===== src/core/djk_defines.svh =====
`ifndef DJK_DEFINES_SVH
`define DJK_DEFINES_SVH

`define DJK_NUM_FF      2
`define DJK_STATE_RST   1'b0
`define DJK_PULSE_HIGH  1'b1

`endif


===== src/core/djk_pkg.sv =====
package djk_pkg;

  typedef enum logic [1:0]
  {
    DJK_IDLE    = 2'b00,
    DJK_SAMPLED = 2'b01
  } djk_phase_type;

  typedef struct packed
  {
    djk_phase_type phase;
    logic          clk_prev;
    logic          master;
    logic          slave;
  } djk_state_type;

endpackage


===== src/core/djk_stage.sv =====
`timescale 1ns/10ps
`default_nettype none
`include "djk_defines.svh"

module djk_stage
  import djk_pkg::*;
(
  input  wire logic i_mclk,
  input  wire logic i_rst,
  input  wire logic i_ff_clk,
  input  wire logic i_set_req,
  input  wire logic i_reset_req,
  input  wire logic i_clear_n,
  output logic      o_q,
  output logic      o_q_n
);

  djk_state_type state_reg;
  djk_state_type state_next;
  logic          rise;
  logic          fall;

  assign rise = i_ff_clk && !state_reg.clk_prev;
  assign fall = !i_ff_clk && state_reg.clk_prev;

  always_comb
  begin
    state_next = state_reg;
    state_next.clk_prev = i_ff_clk;
    unique case (state_reg.phase)
      DJK_IDLE:
      begin
        // Slave kept apart; master loaded only on the pulse start
        if (rise)
        begin
          unique case ({i_set_req, i_reset_req})
            2'b00: state_next.master = state_reg.slave;
            2'b01: state_next.master = 1'b0;
            2'b10: state_next.master = 1'b1;
            2'b11: state_next.master = !state_reg.slave;
          endcase
          state_next.phase = DJK_SAMPLED;
        end
      end
      DJK_SAMPLED:
      begin
        // Inputs ignored now; transfer on pulse end
        if (fall)
        begin
          state_next.slave = state_reg.master;
          state_next.phase = DJK_IDLE;
        end
      end
      default:
        state_next.phase = DJK_IDLE;
    endcase
    // Clear wins over any pulse in flight
    if (!i_clear_n)
    begin
      state_next.master = `DJK_STATE_RST;
      state_next.slave  = `DJK_STATE_RST;
      state_next.phase  = DJK_IDLE;
    end
  end

  always_ff @(posedge i_mclk)
  begin
    if (i_rst)
    begin
      state_reg <= '{DJK_IDLE, 1'b0, `DJK_STATE_RST, `DJK_STATE_RST};
    end
    else
    begin
      state_reg <= state_next;
    end
  end

  assign o_q   = state_reg.slave;
  assign o_q_n = !state_reg.slave;
endmodule // djk_stage

`default_nettype wire


===== src/core/djk_dual_flop.sv =====
// How it works
// Inputs reach master only during clock pulse
// Pulse start isolates slave, outputs hold
// Then load J and K into master
// Then ignore J and K inputs
// Finally copy master into slave outputs
// Hold, reset, set, toggle per J K
// New state shows only after pulse
// Low clear forces state zero
`timescale 1ns/10ps
`default_nettype none
`include "djk_defines.svh"

module djk_dual_flop
  import djk_pkg::*;
(
  input  wire logic [`DJK_NUM_FF-1:0] i_ff_clk,
  input  wire logic [`DJK_NUM_FF-1:0] i_j,
  input  wire logic [`DJK_NUM_FF-1:0] i_k,
  input  wire logic [`DJK_NUM_FF-1:0] i_clear_n,
  input  wire logic                   i_mclk,
  input  wire logic                   i_rst,
  output logic      [`DJK_NUM_FF-1:0] o_q,
  output logic      [`DJK_NUM_FF-1:0] o_q_n
);

  // Pulses are sampled on i_mclk, so each must span at least one rising mclk edge
  genvar g;
  generate
    for (g = 0; g < `DJK_NUM_FF; g++)
    begin : g_ff
      djk_stage u_stage
      (
        .i_mclk      (i_mclk),
        .i_rst       (i_rst),
        .i_ff_clk    (i_ff_clk[g]),
        .i_set_req   (i_j[g]),
        .i_reset_req (i_k[g]),
        .i_clear_n   (i_clear_n[g]),
        .o_q         (o_q[g]),
        .o_q_n       (o_q_n[g])
      );

    end
  endgenerate
endmodule // djk_dual_flop

`default_nettype wire


===== config.mk =====
export PLATFORM = sky130hd
export DESIGN_NAME = djk_dual_flop
export DESIGN_NICKNAME = d
export VERILOG_FILES = /design/src/core/djk_pkg.sv /design/src/core/djk_stage.sv /design/src/core/djk_dual_flop.sv
export VERILOG_INCLUDE_DIRS = /design/src /design/src/core
export SDC_FILE = /design/constraint.sdc
export NUM_CORES = 1
export LEC_CHECK = 0
export ABC_AREA = 1
export BUFFER_PORTS_ARGS = -buffer_cell sky130_fd_sc_hd__buf_2
export CORE_AREA = 2 2 39 41
export DETAILED_ROUTE_END_ITERATION = 10
export DIE_AREA = 0 0 41 43
export HOLD_SLACK_MARGIN = 0.05
export PLACE_DENSITY = 0.52
export SLEW_MARGIN = 15
export SYNTH_ARGS = -nofsm -noshare
export SYNTH_HDL_FRONTEND = slang
export SYNTH_SLANG_ARGS = --single-unit

===== constraint.sdc =====
create_clock -name i_mclk -period 1.6 [get_ports i_mclk]
set_clock_uncertainty 0.05 [all_clocks]
set_input_delay 0.32 -clock i_mclk [delete_from_list [all_inputs] [get_ports i_mclk]]
set_output_delay 0.32 -clock i_mclk [all_outputs]
set_load 0.02 [all_outputs]

# Yosys cells after proc, flatten, opt, wreduce, memory -nomap -nowiden
# Index checks and enable logic that the tools add are counted.
[word_totals]
reg_bits = 10
latch_bits = 0
out_inout_bits = 4
mem_bits_ro = 0
mem_bits_rw = 0
memories = 0
in_bits = 10
[classes]
shifts = 0
add_sub_neg = 0
n_reduce_logical = 22
mul = 0
eq_ne = 12
bitwise_logic = 2
n_mux = 8
order_cmp = 0
div_mod_pow = 0
[op_table]
columns = ["cell", "n"]
rows = [
  ["$reduce_and A2 Y1", 6],
  ["$eq A2 B1 Y1 const B", 4],
  ["$eq A2 B2 Y1 const B", 4],
  ["$logic_not A2 Y1", 4],
  ["$mux W2", 4],
  ["$ne A2 B1 Y1 const B", 4],
  ["$pmux W1 S4", 2],
  ["$pmux W2 S2", 2],
  ["$logic_not A1 Y1", 6],
  ["$logic_and A1 B1 Y1", 4],
  ["$reduce_or A2 Y1", 2],
  ["$not A1 Y1", 2],
]

# Depth between registers and ports, before layout
[logic_depth]
depth_word = 4
ltp_mapped = 5
mapped_depth_nobuf = 5

# Modules after synthesis
# From an unflattened synthesis, not the netlist that was laid out.
[unflattened]
hier_cells = 56
area_unflattened_um2 = 385.4
[modules_own_cells]
columns = ["mod", "area_per_inst_um2", "cells_per_inst", "n_inst", "seq_area_each_um2"]
rows = [
  ["djk_stage", 192.7, 28, 2, 80.1],
]

# Worst setup path before layout
# Ideal clock, no wire load.
[synth_timing]
path_type = "flip-flop to output port"
start = "register g_ff[0].u_stage.state_reg (netlist bit g_ff[0].u_stage.o_q)"
end = "output port o_q_n[0]"
n_path_buf = 1
arrival_ps = 526
setup_slack_ps = 704
t_required_ps = 1230
path_stages_with_launch = 3
path_cell_list = "dfxtp_1 inv_1 buf_4"
[synth_via]
elab_chain_len = 1
[synth_rtl]
columns = ["item", "line", "text"]
rows = [
  ["from (decl)", "djk_stage.sv:18", "djk_state_type state_reg;"],
  ["from (signal assigned)", "djk_stage.sv:70", "state_reg <= '{DJK_IDLE, 1'b0, `DJK_STATE_RST, `DJK_STATE_RST};"],
  ["from (signal assigned)", "djk_stage.sv:74", "state_reg <= state_next;"],
  ["$logic_not A1 Y1", "djk_stage.sv:79", "assign o_q_n = !state_reg.slave;"],
  ["to (decl)", "djk_dual_flop.sv:24", "output logic [`DJK_NUM_FF-1:0] o_q_n"],
]
# Every way passes these cells.

# Final worst setup path
[layout_timing]
start = "register g_ff[1].u_stage.state_reg (netlist bit g_ff[1].u_stage.o_q)"
end = "output port o_q_n[1]"
[layout_via]
elab_chain_len = 1
[layout_rtl]
columns = ["item", "line"]
rows = [
  ["from (decl)", "djk_stage.sv:18"],
  ["from (signal assigned)", "djk_stage.sv:70"],
  ["from (signal assigned)", "djk_stage.sv:74"],
  ["$logic_not A1 Y1", "djk_stage.sv:79"],
]
# Every way passes these cells.

==> impl_metrics.toml <==
[status]
outcome = "finished clean"

[clocking]
postCtsSetupRepairBufs = 0
clk_latency_ns = 0.25
ctsRootBufferMaster = "clkbuf_4"
cts_buffer_depth = 2
cts_resized = 0
path_clk_slew_ns = 0.05
cts_sinks = 8
postCtsHoldBufs = 0
cts_tree = "built"
cts_made_buffers = 3
htreeDepth = 1

[place]
dpl.hpwl_microns = 520.5
gp_congestion = 0.6244
place_worst_setup_slack_ns = 0.6714
portBuffers = 13

[setup_path]
critPathMaxFanout = 3
cp-startpoint = "g_ff[1].u_stage.o_q"
cp_cell_sequence = "inv_1 -> buf_2"
arrival_ns = 0.82
worst_setup_path_start_kind = "register"
cp_slowest_cell = "dfxtp_1"
critPathCaptureType = "output port"
required_ns = 1.23
critical-path-max-stage-delay_ns = 0.35
r2r-start = "g_ff[0].u_stage.state_reg[2]"
path_class = "reg2out"

[finish]
largest_reg_flops = 6
area_delta_synth_final_pct = 19.56
fin_nets = 85
diodes = 0
postLayoutCoreUtil_pct = 34.27
nFillCells = 163
drive_gt1_share_pct = 23.29

[flow_run]
maxCapViolations = 0

[detailed_routing]
first_iter_violations = 8
drc_errors = 0
vias_per_cell = 4.000
drtAntennaViolNets = 0
vias = 356
route.detailed.wl_per_inst_microns = 7.180
first_pass_iters = 4
finalWirelength_microns = 639

[yosys]
yosys_warnings = 0
synth_area_sq_um = 396.6
syn_inst = 61
synth_cell_types = 10
async_reset_ff_share_pct = 0
synthFlopType = "dfxtp_1"
synth_most_common_cell = "inv_1"
synth_edf_count = 0
ys_top_cells_by_count = "inv_1 (15), nand2_1 (14), nor2_1 (11)"
ys_seq_area_share_pct = 40.38
synthTopCellsByArea = "dfxtp_1 (40%), inv_1 (14%), nand2_1 (13%)"
yosysTopAreaCellShare_pct = 40.38
yosysTopAreaCell = "dfxtp_1"
synth_nets = 71
ys_ff_latch = 8
synth.avg_cell_area_sq_um = 6.502

[power]
p_seq_share_pct = 52.3
power_density_nw_per_um2 = 850.3
vdd_ir_drop_max_v = 0.0002725
p_leak_nw = 0.2604
switching_power_mw = 0.09163
switching_share_pct = 22.72
comb_power_share_pct = 10.3
clockPowerShare_pct = 37.3
p_int_mw = 0.3116

[global_routing]
grt_max_degree = 5
overflow = 0
grt_pass1_vias = 288
grt_pass1_wl_mm = 1.062
antenna_found_initial = 0
grt_use_total_pct = 9.485

[sta]
finalCritPeriodShare_pct = 74.42
worst_pin_slew_ns = 0.1756
slew_violations = 0
fin_hold_ws_ns = 0.2265
hold_violations = 0
rsz0062_at_grt = "false"
setup_tns_ns = 0
max_freq_mhz = 839.8
min_period_ns = 1.191
setup_ws_ns = 0.4093
setup_violations = 0
slew_headroom_pct = 88.25

[floorplan]
rows = 14
coreArea_sq_um = 1384
die_y_microns = 43
initial_utilization_pct = 28.66
dieArea_sq_um = 1763
num_io_pins = 14
die_width_microns = 41

[hold_path]
holdCritPathClass = "in2reg"
min-delay-start = "i_rst"
-- power by group through the flow --
stage	Clock [mW]	Sequential, mW	Combinational, mW
floorplan	0	0.214	0.0256
global placement	0	0.215	0.0418
detailed placement	0	0.215	0.0419
CTS	0.158	0.211	0.0422
global route	0.170	0.212	0.0488
finish	0.151	0.211	0.0416
-- layout by cell type (no fill, tap or decap), drive strengths merged --
| cell type | netlist | layout |
|---|---|---|
| a21boi | 2 | 2 |
| buf | 4 | 13 |
| clkbuf | 0 | 3 |
| dfxtp | 8 | 8 |
| inv | 15 | 15 |
| nand2 | 14 | 14 |
| nand3 | 4 | 4 |
| nand4 | 1 | 1 |
| nor2 | 11 | 11 |
| o21ai | 2 | 2 |
-- critical path, delay by kind of cell (launching register included) --
kind	cells	cell delay (ns)
flops	1	0.35
buf+inv	2	0.23
-- path summary, 6_finish.rpt --
check                                       to  slack (ns)  cells after the start
setup / recovery                      o_q_n[1]        0.41                      2
hold / removal    g_ff[0].u_stage.state_reg[2]        0.23                      2
setup reg to reg  g_ff[0].u_stage.state_reg[3]        0.78                      3
hold reg to reg            g_ff[1].u_stage.o_q        0.44                      2
-- metrics by stage --
| step | instance area (sq um) | cells | power (mW) |
|---|---|---|---|
| after CTS | 474.2 | 89 | 0.4112 |
| after global routing | 474.2 | 89 | 0.4308 |
| after global placement | 451.7 | 86 | 0.2571 |
| after detailed placement | 451.7 | 86 | 0.2572 |
| after floorplan | 396.6 | 61 | 0.2401 |
| final | 474.2 | 89 | 0.4032 |
-- cell families (layout without fill, tap and decap cells) --
family | count (synthesis) | after routing | share of synthesized area, %
AOI/OAI and AO/OA | 4 | 4 | 6.308
buffers and inverters | 19 | 31 | 21.77
DFF | 8 | 8 | 40.38
and+or+nand+nor | 30 | 30 | 31.55
-- layer usage --
layer	GRT usage [%]	wire length, microns	share of wire [%]
met1	12.42	303	47
met2	10.94	284	44
met5	0	0	0
met3	3.141	51	8.0
met4	10.00	0	0
-- final cells by class --
type	instances	area (sq um)	share of cell area, %
Inverter	15	56.30	11.87
Tap cell	16	20.02	4.222
Multi-Input combinational cell	34	150.1	31.66
Sequential cell	8	160.2	33.77
Timing Repair Buffer	13	65.06	13.72
Clock buffer	3	22.52	4.749
Power figures use the tool's default switching activity.
